**src/verilog/lcdd_defines.svh**
```systemverilog
// Register indices, field positions, reset values and scan timing counts
`ifndef LCDD_DEFINES_SVH
`define LCDD_DEFINES_SVH

`define LCDD_IDX_DDC 10'h093
`define LCDD_IDX_P0E 10'h09c
`define LCDD_IDX_AUX 10'h098
`define LCDD_IDX_STAT 10'h099

`define LCDD_DDC_RST 8'h00
`define LCDD_P0E_RST 8'h00
`define LCDD_AUX_RST 5'h00

`define LCDD_DDC_SCAN_BIT 7
`define LCDD_DDC_KIND_BIT 6
`define LCDD_DDC_DUTY_HI 5
`define LCDD_DDC_DUTY_LO 4
`define LCDD_DDC_TRIM_HI 3
`define LCDD_DDC_TRIM_LO 0
`define LCDD_AUX_BIAS_BIT 0
`define LCDD_AUX_SWAP_BIT 1
`define LCDD_AUX_DRV_HI 3
`define LCDD_AUX_DRV_LO 2
`define LCDD_AUX_CLKSRC_BIT 4

`define LCDD_VLCD_BASE 5'h11
`define LCDD_OSC_HZ 32768
`define LCDD_FRAME_HZ 64
`define LCDD_FRAME_TICKS (`LCDD_OSC_HZ / `LCDD_FRAME_HZ)
`define LCDD_SLOT_8 9'(`LCDD_FRAME_TICKS / 8)
`define LCDD_SLOT_6 9'(`LCDD_FRAME_TICKS / 6)
`define LCDD_SLOT_5 9'(`LCDD_FRAME_TICKS / 5)
`define LCDD_SLOT_4 9'(`LCDD_FRAME_TICKS / 4)

`define LCDD_SEG_8 28'hffffff0
`define LCDD_SEG_6 28'hffffffc
`define LCDD_SEG_5 28'hffffffe
`define LCDD_SEG_4A 28'hfffffff
`define LCDD_SEG_4B 28'hffffff0

`define LCDD_RESP_OKAY 2'h0
`define LCDD_RESP_SLVERR 2'h2

`endif

```
**src/verilog/lcdd_unused_none.sv**
```systemverilog
// Intentionally empty
`timescale 1ns/10ps

```
**src/verilog/lcdd_pkg.sv**
```systemverilog
// Types shared by the display scan driver modules
package lcdd_pkg;
    typedef enum logic [1:0] {
        LCDD_DUTY_8 = 2'b00,
        LCDD_DUTY_6 = 2'b01,
        LCDD_DUTY_5 = 2'b10,
        LCDD_DUTY_4 = 2'b11
    } lcdd_duty_t;

    typedef enum logic [2:0] {
        LCDD_SEL_NONE = 3'b000,
        LCDD_SEL_DDC = 3'b001,
        LCDD_SEL_P0E = 3'b010,
        LCDD_SEL_AUX = 3'b011,
        LCDD_SEL_STAT = 3'b100
    } lcdd_sel_t;

    typedef struct packed {
        logic scan_active;
        logic led_mode;
        logic bias_third;
        logic [4:0] vlcd_num;
        logic [1:0] com_drive_level;
        logic [1:0] seg_drive_level;
        logic frame_invert;
        logic [7:0] com_enable;
        logic [7:0] com_level;
        logic [27:0] seg_enable;
        logic [27:0] seg_level;
    } lcdd_drive_t;

    typedef struct packed {
        logic [2:0] lrc_sync;
        logic [2:0] ext_sync;
        logic lrc_filt;
        logic ext_filt;
        logic tick;
    } lcdd_clk_state_t;

    typedef struct packed {
        logic awready;
        logic wready;
        logic bvalid;
        logic [1:0] bresp;
        logic arready;
        logic rvalid;
        logic [31:0] rdata;
        logic [1:0] rresp;
        logic aw_held;
        logic w_held;
        logic [11:0] aw_addr;
        logic [7:0] w_data;
        logic w_strb0;
        logic [7:0] ddc;
        logic [7:0] p0e;
        logic [4:0] aux;
        logic [8:0] slot_cnt;
        logic [2:0] com_idx;
        logic invert;
        lcdd_drive_t drive;
    } lcdd_state_t;
endpackage

```
**src/verilog/lcdd_scan_clock.sv**
```systemverilog
// Scan time base: synchronises the slow oscillators and emits one tick per rising edge of the selected one
`timescale 1ns/10ps
`include "lcdd_defines.svh"
module lcdd_scan_clock (
    // Clock and reset
    input wire logic aclk,
    input wire logic aresetn,
    // Source select and oscillator inputs
    input wire logic src_ext,
    input wire logic lrc_osc,
    input wire logic ext_osc,
    // Tick out
    output logic tick
);
    lcdd_pkg::lcdd_clk_state_t s_reg;
    lcdd_pkg::lcdd_clk_state_t s_next;
    logic lrc_rise;
    logic ext_rise;

    always_comb begin
        s_next = s_reg;
        s_next.lrc_sync = {s_reg.lrc_sync[1:0], lrc_osc};
        s_next.ext_sync = {s_reg.ext_sync[1:0], ext_osc};
        // Level counts only once the second and third stages agree
        if (s_reg.lrc_sync[1] == s_reg.lrc_sync[2]) begin
            s_next.lrc_filt = s_reg.lrc_sync[2];
        end
        if (s_reg.ext_sync[1] == s_reg.ext_sync[2]) begin
            s_next.ext_filt = s_reg.ext_sync[2];
        end
        lrc_rise = (s_reg.lrc_sync[1] == s_reg.lrc_sync[2]) && s_reg.lrc_sync[2] && !s_reg.lrc_filt;
        ext_rise = (s_reg.ext_sync[1] == s_reg.ext_sync[2]) && s_reg.ext_sync[2] && !s_reg.ext_filt;
        s_next.tick = src_ext ? ext_rise : lrc_rise;
    end

    always_ff @(posedge aclk) begin
        if (!aresetn) begin
            s_reg <= '0;
        end else begin
            s_reg <= s_next;
        end
    end

    assign tick = s_reg.tick;
endmodule

```
**src/verilog/lcdd_scan_driver.sv**
```systemverilog
// Multiplexed LCD/LED scan driver with its AXI4-Lite register slave
`timescale 1ns/10ps
`include "lcdd_defines.svh"
module lcdd_scan_driver (
    // Clock and reset
    input wire logic aclk,
    input wire logic aresetn,
    // AXI4-Lite write address and data
    input wire logic [11:0] awaddr,
    input wire logic awvalid,
    output logic awready,
    input wire logic [31:0] wdata,
    input wire logic [3:0] wstrb,
    input wire logic wvalid,
    output logic wready,
    // AXI4-Lite write response
    output logic [1:0] bresp,
    output logic bvalid,
    input wire logic bready,
    // AXI4-Lite read
    input wire logic [11:0] araddr,
    input wire logic arvalid,
    output logic arready,
    output logic [31:0] rdata,
    output logic [1:0] rresp,
    output logic rvalid,
    input wire logic rready,
    // Scan oscillators
    input wire logic lrc_osc,
    input wire logic ext_osc,
    // Pattern fetch for the current common
    output logic [2:0] scan_com_index,
    input wire logic [27:0] seg_pattern,
    // Display drive
    output lcdd_pkg::lcdd_drive_t drive
);
    lcdd_pkg::lcdd_state_t s_reg;
    lcdd_pkg::lcdd_state_t s_next;
    logic tick;
    logic scan_on;
    logic led;
    logic lcd_inv;
    logic swap;
    lcdd_pkg::lcdd_duty_t duty;
    logic [2:0] first;
    logic [2:0] last;
    logic [8:0] slot_len;
    logic [27:0] seg_mask;
    logic [7:0] com_mask;
    logic [1:0] drv;
    lcdd_pkg::lcdd_sel_t wsel;
    lcdd_pkg::lcdd_sel_t rsel;

    function automatic lcdd_pkg::lcdd_sel_t decode(input logic [11:0] addr);
        if (addr[1:0] != 2'h0) begin
            return lcdd_pkg::LCDD_SEL_NONE;
        end
        unique case (addr[11:2])
            `LCDD_IDX_DDC: return lcdd_pkg::LCDD_SEL_DDC;
            `LCDD_IDX_P0E: return lcdd_pkg::LCDD_SEL_P0E;
            `LCDD_IDX_AUX: return lcdd_pkg::LCDD_SEL_AUX;
            `LCDD_IDX_STAT: return lcdd_pkg::LCDD_SEL_STAT;
            default: return lcdd_pkg::LCDD_SEL_NONE;
        endcase
    endfunction

    function automatic logic [2:0] com_first(input lcdd_pkg::lcdd_duty_t d, input logic sw);
        unique case (d)
            lcdd_pkg::LCDD_DUTY_8: return 3'h0;
            lcdd_pkg::LCDD_DUTY_6: return 3'h2;
            lcdd_pkg::LCDD_DUTY_5: return 3'h3;
            lcdd_pkg::LCDD_DUTY_4: return sw ? 3'h0 : 3'h4;
        endcase
    endfunction

    function automatic logic [2:0] com_last(input lcdd_pkg::lcdd_duty_t d, input logic sw);
        return (d == lcdd_pkg::LCDD_DUTY_4 && sw) ? 3'h3 : 3'h7;
    endfunction

    function automatic logic [8:0] slot_ticks(input lcdd_pkg::lcdd_duty_t d);
        unique case (d)
            lcdd_pkg::LCDD_DUTY_8: return `LCDD_SLOT_8;
            lcdd_pkg::LCDD_DUTY_6: return `LCDD_SLOT_6;
            lcdd_pkg::LCDD_DUTY_5: return `LCDD_SLOT_5;
            lcdd_pkg::LCDD_DUTY_4: return `LCDD_SLOT_4;
        endcase
    endfunction

    function automatic logic [27:0] seg_lines(input lcdd_pkg::lcdd_duty_t d, input logic sw);
        unique case (d)
            lcdd_pkg::LCDD_DUTY_8: return `LCDD_SEG_8;
            lcdd_pkg::LCDD_DUTY_6: return `LCDD_SEG_6;
            lcdd_pkg::LCDD_DUTY_5: return `LCDD_SEG_5;
            lcdd_pkg::LCDD_DUTY_4: return sw ? `LCDD_SEG_4B : `LCDD_SEG_4A;
        endcase
    endfunction

    function automatic logic [7:0] com_lines(input logic [2:0] lo, input logic [2:0] hi);
        logic [7:0] m;
        m = 8'h00;
        for (int i = 0; i < 8; i++) begin
            m[i] = (3'(i) >= lo) && (3'(i) <= hi);
        end
        return m;
    endfunction

    function automatic logic [7:0] read_value(input lcdd_pkg::lcdd_sel_t sel, input lcdd_pkg::lcdd_state_t st);
        unique case (sel)
            lcdd_pkg::LCDD_SEL_DDC: return st.ddc;
            lcdd_pkg::LCDD_SEL_P0E: return st.p0e;
            lcdd_pkg::LCDD_SEL_AUX: return {3'h0, st.aux};
            lcdd_pkg::LCDD_SEL_STAT: return {3'h0, st.ddc[`LCDD_DDC_SCAN_BIT], st.invert, st.com_idx};
            default: return 8'h00;
        endcase
    endfunction

    lcdd_scan_clock u_clock (
        .aclk(aclk),
        .aresetn(aresetn),
        .src_ext(s_reg.aux[`LCDD_AUX_CLKSRC_BIT]),
        .lrc_osc(lrc_osc),
        .ext_osc(ext_osc),
        .tick(tick)
    );

    always_comb begin
        s_next = s_reg;
        scan_on = s_reg.ddc[`LCDD_DDC_SCAN_BIT];
        led = s_reg.ddc[`LCDD_DDC_KIND_BIT];
        // Polarity masked at once on a switch to LED, not one cycle later
        lcd_inv = s_reg.invert && !led;
        duty = lcdd_pkg::lcdd_duty_t'(s_reg.ddc[`LCDD_DDC_DUTY_HI:`LCDD_DDC_DUTY_LO]);
        swap = s_reg.aux[`LCDD_AUX_SWAP_BIT];
        drv = s_reg.aux[`LCDD_AUX_DRV_HI:`LCDD_AUX_DRV_LO];
        first = com_first(duty, swap);
        last = com_last(duty, swap);
        slot_len = slot_ticks(duty);
        seg_mask = seg_lines(duty, swap);
        com_mask = com_lines(first, last);
        wsel = decode(s_reg.aw_addr);
        rsel = decode(araddr);

        // Write address and data, taken in either order
        if (awvalid && s_reg.awready) begin
            s_next.aw_held = 1'b1;
            s_next.aw_addr = awaddr;
        end
        if (wvalid && s_reg.wready) begin
            s_next.w_held = 1'b1;
            s_next.w_data = wdata[7:0];
            s_next.w_strb0 = wstrb[0];
        end
        if (s_reg.bvalid && bready) begin
            s_next.bvalid = 1'b0;
        end
        if (s_reg.aw_held && s_reg.w_held && !s_reg.bvalid) begin
            s_next.aw_held = 1'b0;
            s_next.w_held = 1'b0;
            s_next.bvalid = 1'b1;
            s_next.bresp = (wsel == lcdd_pkg::LCDD_SEL_NONE) ? `LCDD_RESP_SLVERR : `LCDD_RESP_OKAY;
            if (s_reg.w_strb0) begin
                unique case (wsel)
                    lcdd_pkg::LCDD_SEL_DDC: s_next.ddc = s_reg.w_data;
                    lcdd_pkg::LCDD_SEL_P0E: s_next.p0e = s_reg.w_data;
                    lcdd_pkg::LCDD_SEL_AUX: s_next.aux = s_reg.w_data[4:0];
                    default: s_next.ddc = s_reg.ddc;
                endcase
            end
        end
        s_next.awready = !s_next.aw_held && !s_next.bvalid;
        s_next.wready = !s_next.w_held && !s_next.bvalid;

        // Read
        if (s_reg.rvalid && rready) begin
            s_next.rvalid = 1'b0;
        end
        if (arvalid && s_reg.arready) begin
            s_next.rvalid = 1'b1;
            s_next.rdata = {24'h000000, read_value(rsel, s_reg)};
            s_next.rresp = (rsel == lcdd_pkg::LCDD_SEL_NONE) ? `LCDD_RESP_SLVERR : `LCDD_RESP_OKAY;
        end
        s_next.arready = !s_next.rvalid;

        // Common slot sequencer
        if (!scan_on) begin
            s_next.slot_cnt = 9'h000;
        end else if (s_reg.com_idx < first || s_reg.com_idx > last) begin
            s_next.com_idx = first;
            s_next.slot_cnt = 9'h000;
        end else if (tick) begin
            if (s_reg.slot_cnt >= slot_len - 9'h001) begin
                s_next.slot_cnt = 9'h000;
                if (s_reg.com_idx == last) begin
                    s_next.com_idx = first;
                    s_next.invert = !s_reg.invert;
                end else begin
                    s_next.com_idx = s_reg.com_idx + 3'h1;
                end
            end else begin
                s_next.slot_cnt = s_reg.slot_cnt + 9'h001;
            end
        end
        // LED drive is never frame-inverted
        if (led) begin
            s_next.invert = 1'b0;
        end

        // Registered drive outputs
        s_next.drive.scan_active = scan_on;
        s_next.drive.led_mode = led;
        s_next.drive.bias_third = !led && s_reg.aux[`LCDD_AUX_BIAS_BIT];
        s_next.drive.vlcd_num = `LCDD_VLCD_BASE + {1'b0, s_reg.ddc[`LCDD_DDC_TRIM_HI:`LCDD_DDC_TRIM_LO]};
        s_next.drive.com_drive_level = led ? 2'h0 : drv;
        s_next.drive.seg_drive_level = led ? drv : 2'h0;
        s_next.drive.frame_invert = lcd_inv;
        s_next.drive.com_enable = scan_on ? (com_mask & s_reg.p0e) : 8'h00;
        s_next.drive.com_level = s_next.drive.com_enable & ((8'h01 << s_reg.com_idx) ^ {8{lcd_inv}});
        s_next.drive.seg_enable = scan_on ? seg_mask : 28'h0000000;
        s_next.drive.seg_level = s_next.drive.seg_enable & (seg_pattern ^ {28{lcd_inv}});
    end

    always_ff @(posedge aclk) begin
        if (!aresetn) begin
            s_reg <= '0;
            s_reg.ddc <= `LCDD_DDC_RST;
            s_reg.p0e <= `LCDD_P0E_RST;
            s_reg.aux <= `LCDD_AUX_RST;
        end else begin
            s_reg <= s_next;
        end
    end

    assign awready = s_reg.awready;
    assign wready = s_reg.wready;
    assign bvalid = s_reg.bvalid;
    assign bresp = s_reg.bresp;
    assign arready = s_reg.arready;
    assign rvalid = s_reg.rvalid;
    assign rdata = s_reg.rdata;
    assign rresp = s_reg.rresp;
    assign scan_com_index = s_reg.com_idx;
    assign drive = s_reg.drive;
endmodule

```
**config.mk**
```make
export PLATFORM = sky130hd
export DESIGN_NAME = lcdd_scan_driver
export DESIGN_NICKNAME = d
export VERILOG_FILES = /design/src/verilog/lcdd_unused_none.sv /design/src/verilog/lcdd_pkg.sv /design/src/verilog/lcdd_scan_clock.sv /design/src/verilog/lcdd_scan_driver.sv
export VERILOG_INCLUDE_DIRS = /design/src /design/src/verilog
export SDC_FILE = /design/constraint.sdc
export NUM_CORES = 1
export LEC_CHECK = 0
export ABC_AREA = 1
export BUFFER_PORTS_ARGS = -buffer_cell sky130_fd_sc_hd__buf_2
export CAP_MARGIN = 0
export CORE_ASPECT_RATIO = 1.1
export CORE_MARGIN = 4
export CORE_UTILIZATION = 46
export CTS_CLUSTER_SIZE = 12
export DETAILED_ROUTE_END_ITERATION = 16
export PLACE_DENSITY = 0.73
export SLEW_MARGIN = 10
export SYNTH_ARGS = -nofsm -noshare
export SYNTH_HDL_FRONTEND = slang
export SYNTH_SLANG_ARGS = --single-unit
```
**constraint.sdc**
```tcl
create_clock -name aclk -period 2.3 [get_ports aclk]
set_input_delay 0.46 -clock aclk [delete_from_list [all_inputs] [get_ports aclk]]
set_output_delay 0.46 -clock aclk [all_outputs]
set_load 0.05 [all_outputs]
```
==> flow_summary_export.csv, run 1 <==
group,metric,value,unit
drt,drc_errors,0,
run_status,outcome,"completed",
clock_tree,tritoncts,"built",
critical_path,reg2reg_setup_slack,190,ps
clock_tree,cts_buffer_depth,2,
critical_path,crit_arrival,2450,ps
floorplanning,fp.dieH,138,µm
timing,worstMarginPinSlew,528,ps
floorplanning,coreArea,15100,µm²
drt,totalWireLength,15500,µm
critical_path,critPathMostFrequentCell,"nand2_1",
drt,drt_pass1_iterations,4,
cells_and_area,largest_reg_flops,60,
cells_and_area,fin_util,52.8,%
synth,yosys.area.top_type_share,39.8,%
cells_and_area,nets,1162,
drt,wl_per_cell,12.5,µm
synth,syn-cell-area,7100,µm²
synth,ys_seq_area_share,39.8,%
cells_and_area,drive_gt1_share,23.2,%
critical_path,crit_cells,13,
critical_path,crit_start,"duty[0]",
clock_tree,cts.clk_slew.worst_paths,60,ps
synth,yosysTopAreaCell,"dfxtp_1",
floorplanning,dieWidth,126,µm
synth,ys_warn_count,0,
placed_design,dp.cells,1213,
critical_path,critical_path.endpoint,"s_reg[95]",
cells_and_area,n_antenna_cell,0,
synth,synth_area_leaders,"dfxtp_1, buf_4, nand2_1, inv_1, nor2_1",
placed_design,gp_congestion,0.885,
drt,first_iter_violations,364,
hold_path,hp-class,"input pin to register",
clock_tree,cts.sinks,141,
global_route,grt_use_total,17.5,%
clock_tree,clk_latency,410,ps
timing,rsz0062_at_grt,"yes",
clock_tree,cts_setup_buffers,0,
critical_path,r2r_end,"s_reg[95]",
floorplanning,die-area,17500,µm²
synth,synth_top_cells_by_count,"nand2_1, dfxtp_1, buf_4",
synth,yosysUniqueCellTypes,33,
floorplanning,boundaryPins,226,
synth,synth_edf_count,0,
power,irDropWorstVdd,0.000450,V
flow_run,maxCapViolCount,0,
synth,synth_seq_cells,141,
timing,finClkSkew,11.4,ps
global_route,antenna_found_initial,0,
floorplanning,row_count,47,
critical_path,critical_path_required,2640,ps
power,p_leak,4.02,nW
critical_path,cp_max_fo,8,
global_route,grt_max_degree,50,
critical_path,r2r_cells,13,
critical_path,crit_slowest_cell,"ha_1",
clock_tree,cts_buffers,17,
synth,yosysMostFrequentCell,"nand2_1",
synth,async_flop_share,0,%
global_route,grt_pass1_vias,5318,
placed_design,dp_hpwl,11900,µm
synth,syn_inst,946,
critical_path,regToRegStartpoint,"duty[0]",
drt,postRouteAntennaNets,0,
critical_path,critical-path-max-stage-delay,360,ps
global_route,grt_overflow,0,
clock_tree,cts_htree_levels,4,
synth,avgSynthCellArea,7.50,µm²
timing,period_share,91.9,%
timing,fmax,473,MHz
timing,maxSlewHeadroom,64.6,%
critical_path,crit_family,"adder cells",
global_route,grt_pass1_wl,25100,µm
power,power_density,673,nW/µm²
clock_tree,clockRootBuffer,"clkbuf_16",
timing,finalCriticalPeriod,2110,ps
timing,slew_violations,0,
critical_path,crit_buf_inv,2,
timing,setup-violations-final,0,
drt,via_per_inst,4.60,
critical_path,crit_type,"register to register",
critical_path,endpoint_kind,"register",
placed_design,io_buffers,172,
cells_and_area,area_growth,12.4,%
critical_path,worst_setup_path_start_kind,"register",
critical_path,path_cells,"inv_1 -> ha_1 -> ha_1 -> nand2_1 -> nor2_1 -> nand2_1 -> nand2_1 -> a21boi_0 -> buf_4 -> nand2_1 -> nand2_1 -> nand2_2 -> nor3b_2",
drt,vias,5727,
cells_and_area,fin_cells,1245,
synth,synthFlopType,"dfxtp_1",
floorplanning,start_util,46.9,%
timing,hold_viol,0,
==> cell usage in the layout (no fill, tap or decap), drive strengths merged <==
master    instances
nand3            40
nor4              5
o21a              2
nor2            106
nor3             27
nand4            18
o21bai            3
and3              2
o21ai            59
a21oi            64
clkinv            7
nand2           150
or2               1
conb             28
buf             194
nand3b            3
o31ai             1
clkbuf           20
a21boi            2
xor2             10
ha               29
dfxtp           141
nor3b             2
clkinvlp          4
inv             122
xnor2             9
==> kinds of logic (layout without fill, tap and decap cells) <==
logic type      count (synthesis)  in the layout  share of synthesized area, %
simple gates                  354            354                          21.9
buf+inv                       270            347                          21.2
flops                         141            141                          39.8
compound gates                131            131                          9.52
fa+ha+maj                      29             29                          5.11
xor+xnor                       19             19                          2.35
other cells                     2             28                         0.106
==> worst min-delay path by stage <==
stage                           start                 to  depth (start not counted)
global placement    u_clock.s_next[7]  u_clock.s_next[8]                          2
CTS                           ext_osc  u_clock.s_next[4]                          3
floorplan           u_clock.s_next[4]  u_clock.s_next[5]                          2
global route                  lrc_osc  u_clock.s_next[7]                          3
detailed placement  u_clock.s_next[4]  u_clock.s_next[5]                          2
finish                        lrc_osc  u_clock.s_next[7]                          3
==> worst min-delay path, cell delays in order <==
cell and delay [ps]:
buf_2 70, nand2_1 40, inv_1 40
==> report_power, final <==
part	switching [mW]	internal, mW
clock network	1.05	1.41
registers	0.0299	2.49
logic	0.279	0.106
==> metal layers <==
metal | share of wire (%) | vias to the layer above | GRT usage, %
li1 | - | 3024 | -
met1 | 44 | 2473 | 22.1
met2 | 46 | 211 | 29.6
met3 | 7.9 | 19 | 4.44
met4 | 1.8 | 0 | 5.19
met5 | 0 | - | 0
==> stage by stage <==
step	power [mW]	instance area (µm²)	hold slack (ps)	setup TNS, ps	worst slack [ps]
after floorplan	2.89	7190	390	0	71.3
final	5.37	7980	229	0	187
after detailed placement	2.96	7410	396	0	93.1
after CTS	5.44	7950	207	0	69.9
after global routing	5.60	7980	227	-18.3	-9.40
after global placement	2.95	7410	393	0	149
==> area by class of cell <==
class / instances / area, µm²
Multi-Input combinational cell: 561 / 2890
Clock buffer: 20 / 447
Inverter: 121 / 454
Tap cell: 196 / 245
Clock inverter: 12 / 88.8
Timing Repair Buffer: 194 / 1030
Sequential cell: 141 / 2820
Fill cell: 1465 / 7140
==> what timing repair did <==
item | CTS | global route
resized for setup | 0 | 9
hold buffers | 0 | 0
endpoints found under the setup margin | 0 | 11
Note: power is estimated with default switching activity, not from simulation.
==> run 2: changes to the inputs <==
ABC_AREA = default   (was 1)
PLACE_DENSITY = 0.74   (was 0.73)
==> flow_summary_export.csv, run 2 <==
group,metric,value,unit
run_status,outcome,"completed",
flow_run,maxCapViolCount,0,
global_route,grt_pass1_wl,21600,µm
placed_design,dp_slack,14.7,ps
timing,finClkSkew,5.08,ps
critical_path,cp_max_fo,5,
timing,fmax,460,MHz
floorplanning,fp.dieH,134,µm
critical_path,crit_type,"register to register",
synth,async_flop_share,0,%
critical_path,r2r_cells,9,
synth,synthFlopType,"dfxtp_1",
drt,drt_pass1_iterations,4,
critical_path,crit_cells,9,
timing,holdWs,248,ps
hold_path,hp-class,"input pin to register",
cells_and_area,area_growth,14.7,%
power,p_comb_share,6.3,%
synth,yosysUniqueCellTypes,56,
clock_tree,cts_buffers,17,
critical_path,crit_start,"duty[0]",
power,swShare,23.5,%
floorplanning,dieWidth,123,µm
critical_path,endpoint_kind,"register",
drt,via_per_inst,4.73,
timing,setup-violations-final,0,
synth,ys_warn_count,0,
timing,finalCriticalPeriod,2170,ps
floorplanning,start_util,47.5,%
clock_tree,cts.sinks,141,
global_route,grt_pass1_vias,4457,
critical_path,worst_setup_path_start_kind,"register",
placed_design,io_buffers,172,
critical_path,path_cells,"ha_1 -> xnor2_1 -> ha_1 -> nand4_1 -> nor2_1 -> a21oi_1 -> and2b_4 -> nor4_2 -> mux2_1",
timing,worstMarginPinSlew,769,ps
power,p_leak,3.62,nW
critical_path,crit_family,"simple AND/OR/NAND/NOR gates",
global_route,grt_overflow,0,
cells_and_area,n_antenna_cell,0,
drt,postRouteAntennaNets,0,
synth,synth_area_leaders,"dfxtp_1, buf_4, ha_1, xnor2_1, mux2i_1",
synth,synth_top_cells_by_count,"dfxtp_1, buf_4, nor2_1",
critical_path,reg2reg_setup_slack,130,ps
synth,yosysMostFrequentCell,"dfxtp_1",
critical_path,critPathMostFrequentCell,"ha_1",
synth,avgSynthCellArea,9.30,µm²
global_route,grt_use_total,16.6,%
placed_design,gp_congestion,0.833,
drt,drc_errors,0,
power,switchingPower,1.29,mW
synth,yosysTopAreaCell,"dfxtp_1",
synth,ys_seq_area_share,42.4,%
drt,totalWireLength,13800,µm
timing,maxSlewHeadroom,48.1,%
synth,syn-cell-area,6660,µm²
floorplanning,boundaryPins,226,
clock_tree,clockRootBuffer,"clkbuf_16",
synth,syn_inst,716,
cells_and_area,nets,935,
cells_and_area,drive_gt1_share,29.9,%
global_route,grt_max_degree,50,
critical_path,crit_buf_inv,0,
critical_path,critical_path_required,2600,ps
cells_and_area,final_cell_mix,"buf_2, dfxtp_1, nor2_1",
synth,synth_edf_count,0,
critical_path,critical_path.endpoint,"s_reg[85]",
critical_path,regToRegStartpoint,"duty[0]",
floorplanning,coreArea,14000,µm²
timing,rsz0062_at_grt,"yes",
cells_and_area,final_common_cell,"buf_2",
clock_tree,cts.clk_slew.worst_paths,60,ps
power,irDropWorstVdd,0.000440,V
critical_path,crit_slowest_cell,"dfxtp_4",
power,p_clk_share,48.2,%
synth,yosys.area.top_type_share,42.4,%
drt,wl_per_cell,13.6,µm
critical_path,critical-path-max-stage-delay,370,ps
power,seq_power_share,45.5,%
timing,hold_viol,0,
timing,fin_ws,128,ps
power,power_density,720,nW/µm²
drt,vias,4775,
floorplanning,row_count,45,
clock_tree,clk_latency,420,ps
clock_tree,cts_buffer_depth,2,
placed_design,dp_hpwl,10600,µm
clock_tree,tritoncts,"built",
cells_and_area,fillers,1258,
synth,synth_seq_cells,141,
timing,slew_violations,0,
timing,fin_tns_setup,0,ps
power,p_int,4.21,mW
cells_and_area,largest_reg_flops,60,
critical_path,r2r_end,"s_reg[85]",
critical_path,crit_arrival,2480,ps
global_route,antenna_found_initial,0,
floorplanning,die-area,16500,µm²
drt,first_iter_violations,166,
clock_tree,cts_htree_levels,4,
timing,period_share,94.4,%
[run 2: final cells by class]
cell class | count | area (µm²) | area share, %
multi-input cells | 441 | 2910 | 38.1
flip-flops and latches | 141 | 2830 | 37.1
repair buffers | 190 | 1010 | 13.2
clock buffers | 19 | 443 | 5.80
well taps | 188 | 235 | 3.08
clock inverters | 13 | 140 | 1.84
inverters | 18 | 67.6 | 0.885
[run 2: power by group through the flow]
stage	Clock (mW)	Combinational (mW)	Sequential (mW)
2_1_floorplan	0	0.260	2.57
3_3_place_gp	0	0.340	2.56
3_5_place_dp	0	0.343	2.56
4_1_cts	2.71	0.345	2.51
5_1_grt	2.80	0.373	2.51
6_report	2.65	0.345	2.50
[run 2: cells by family after synthesis]
logic type                 Yosys count  share of synthesized area [%]
muxes                               32                           4.83
buffers and inverters              160                           16.1
AOI/OAI and AO/OA                   80                           8.21
and+or+nand+nor                    227                           17.0
xor gates and xnor gates            45                           5.92
adders and majority gates           29                           5.45
DFF                                141                           42.4
other                                2                          0.113
[run 2: repair_timing]
item | 4_1_cts | 5_1_grt
hold buffers | 0 | 0
buffers inserted | 0 | 2
setup endpoints to repair | 1 | 10
cloned | 0 | 0
resized for setup | 1 | 9
pin swaps | 0 | 3
[run 2: how the worst min path moves through the flow]
| stage | start | cells past startpoint | slack (ps) | endpoint |
|---|---|---|---|---|
| after floorplan | u_clock.s_next[4] | 1 | 410 | u_clock.s_next[5] |
| after global placement | u_clock.s_next[4] | 1 | 420 | u_clock.s_next[5] |
| after detailed placement | u_clock.s_next[4] | 1 | 420 | u_clock.s_next[5] |
| after CTS | ext_osc | 2 | 230 | u_clock.s_next[4] |
| after global routing | ext_osc | 2 | 250 | u_clock.s_next[4] |
| final | ext_osc | 2 | 250 | u_clock.s_next[4] |
[run 2: stage by stage]
step	instances	cell area (µm²)	utilization, %	total power, mW
floorplan	742	6770	-	2.83
global placement	976	7000	50.0	2.90
detailed placement	976	7000	50.0	2.90
CTS	1008	7590	54.1	5.56
global route	1010	7630	54.5	5.68
finish	1010	7630	54.5	5.50
[run 2: per-layer routing]
metal | vias up | part of all wire, % | track usage, %
li1 | 2423 | - | -
met1 | 2158 | 41 | 19.2
met2 | 177 | 49 | 29.1
met3 | 17 | 8.6 | 4.68
met4 | 0 | 1.3 | 5.97
met5 | - | 0 | 0
==> run 3: changes to the inputs <==
CTS_CLUSTER_SIZE = 8   (was 12)
clock period = 1.95 ns   (was 2.3 ns; I/O delays follow)
==> flow_summary_export.csv, run 3 (synthesis results as in run 2) <==
group,metric,value,unit
timing,rsz0062_at_grt,"yes",
floorplanning,die-area,16500,µm²
run_status,outcome,"finished with violations",
drt,totalWireLength,14100,µm
drt,drt_pass1_iterations,5,
drt,wl_per_cell,13.7,µm
timing,fin_ws,-135,ps
global_route,grt_pass1_wl,22100,µm
critical_path,crit_arrival,2410,ps
cells_and_area,fin_cells,1033,
flow_run,maxCapViolCount,0,
global_route,antenna_found_initial,0,
drt,via_per_inst,4.78,
timing,fin_tns_setup,-952,ps
global_route,grt_use_total,16.9,%
timing,slew_violations,0,
hold_path,hp-class,"input pin to register",
floorplanning,row_count,45,
critical_path,crit_start,"duty[0]",
clock_tree,cts_htree_levels,4,
cells_and_area,n_antenna_cell,0,
placed_design,dp.cells,998,
timing,finClkSkew,6.83,ps
global_route,grt_overflow,0,
run_status,violations,"setup timing",
clock_tree,clockRootBuffer,"clkbuf_16",
power,swShare,22.6,%
global_route,use_met3,4.89,%
cells_and_area,fin_util,56.7,%
global_route,grt_max_degree,57,
critical_path,path_cells,"ha_4 -> nor2b_4 -> inv_2 -> ha_4 -> a21o_1 -> a31oi_4 -> nor3_2 -> a21oi_4 -> a21oi_1 -> a311oi_1",
placed_design,io_buffers,172,
global_route,met1_usage,20.6,%
cells_and_area,drive_gt1_share,33.4,%
timing,hold_viol,0,
clock_tree,hold_buffers,0,
power,irDropWorstVdd,0.000478,V
drt,postRouteAntennaNets,0,
critical_path,worst_setup_path_start_kind,"register",
drt,vias,4938,
cells_and_area,area_growth,19.5,%
critical_path,critical_path_required,2280,ps
critical_path,endpoint_kind,"register",
critical_path,critical_path.endpoint,"scan_com_index[0]",
timing,setup-violations-final,13,
critical_path,crit_type,"register to register",
floorplanning,fp.dieH,134,µm
placed_design,gp_congestion,0.804,
critical_path,critical-path-max-stage-delay,380,ps
critical_path,critPathMostFrequentCell,"ha_4",
power,p_int,5.23,mW
placed_design,dp_hpwl,10600,µm
timing,period_share,107,%
timing,maxSlewHeadroom,58.0,%
global_route,top_usage_layer,"met2",
cells_and_area,final_cell_mix,"buf_2, dfxtp_1, nor2_1",
global_route,met2_usage,28.2,%
timing,worstMarginPinSlew,630,ps
drt,first_iter_violations,202,
critical_path,r2r_cells,10,
clock_tree,cts_buffer_depth,2,
cells_and_area,nets,958,
clock_tree,cts.sinks,141,
floorplanning,boundaryPins,226,
placed_design,dp_slack,-180,ps
floorplanning,start_util,47.5,%
timing,finalCriticalPeriod,2080,ps
global_route,grt_pass1_vias,4559,
power,p_clk_share,50.2,%
critical_path,regToRegStartpoint,"duty[0]",
cells_and_area,final_common_cell,"buf_2",
power,switchingPower,1.53,mW
timing,holdWs,176,ps
clock_tree,clk_latency,420,ps
floorplanning,coreArea,14000,µm²
critical_path,r2r_end,"scan_com_index[0]",
hold_path,hold_path_startpoint,"lrc_osc",
power,seq_power_share,43.7,%
power,p_comb_share,6.1,%
critical_path,cp_max_fo,6,
timing,fmax,480,MHz
clock_tree,cts.clk_slew.worst_paths,60,ps
clock_tree,tritoncts,"built",
critical_path,crit_slowest_cell,"dfxtp_4",
clock_tree,cts_buffers,17,
floorplanning,dieWidth,123,µm
power,p_leak,3.76,nW
power,power_density,849,nW/µm²
cells_and_area,largest_reg_flops,60,
critical_path,reg2reg_setup_slack,-130,ps
drt,drc_errors,0,
[run 3: cell count changes in the layout (fill, tap and decap cells not counted), sizes merged]
cell / change
clkinvlp: -2
buf: +23
clkbuf: +1
bufinv: +2
clkinv: -1
[run 3: power groups by stage]
stage                     clock network, mW  logic (mW)  registers, mW
after global routing                   3.58       0.445           2.95
after CTS                              3.46       0.412           2.95
after detailed placement                  0       0.409           3.01
after global placement                    0       0.405           3.01
final                                  3.39       0.412           2.95
after floorplan                           0       0.307           3.03
[run 3: worst min-delay path by stage]
stage | endpoint | cells after the start
floorplan | u_clock.s_next[5] | 1
global placement | u_clock.s_next[5] | 1
detailed placement | u_clock.s_next[8] | 1
CTS | u_clock.s_next[7] | 2
global route | u_clock.s_next[7] | 2
finish | u_clock.s_next[7] | 2
[run 3: repair_timing]
| action | in CTS | in global routing |
|---|---|---|
| gates resized for setup | 5 | 6 |
| buffers inserted | 3 | 0 |
| endpoints found under the setup margin | 13 | 38 |
| pin swaps | 7 | 4 |
[run 3: metal layers]
layer  share of wire (%)  wire [µm]
met1                  42       5970
met2                  48       6780
met3                 8.0       1130
met4                 1.7        238
met5                   0          0
[run 3: critical path: cells and delay by family (launching register included)]
family / cells / cell delay (ps)
flops: 1 / 380
simple gates: 2 / 240
fa+ha+maj: 2 / 370
buf+inv: 1 / 60
compound gates: 5 / 940
[run 3: area by class of cell]
cell class                      count  area, µm²
Multi-Input combinational cell    441       3000
Tap cell                          188        235
Fill cell                        1237       6060
Clock inverter                     12        184
Inverter                           18       67.6
Timing Repair Buffer              213       1190
Sequential cell                   141       2830
Clock buffer                       20        447
[run 3: through the flow]
step | total power, mW | cell area [µm²]
after floorplan | 3.34 | 6840
after global placement | 3.42 | 7250
after detailed placement | 3.42 | 7250
after CTS | 6.83 | 7930
after global routing | 6.98 | 7960
final | 6.76 | 7960
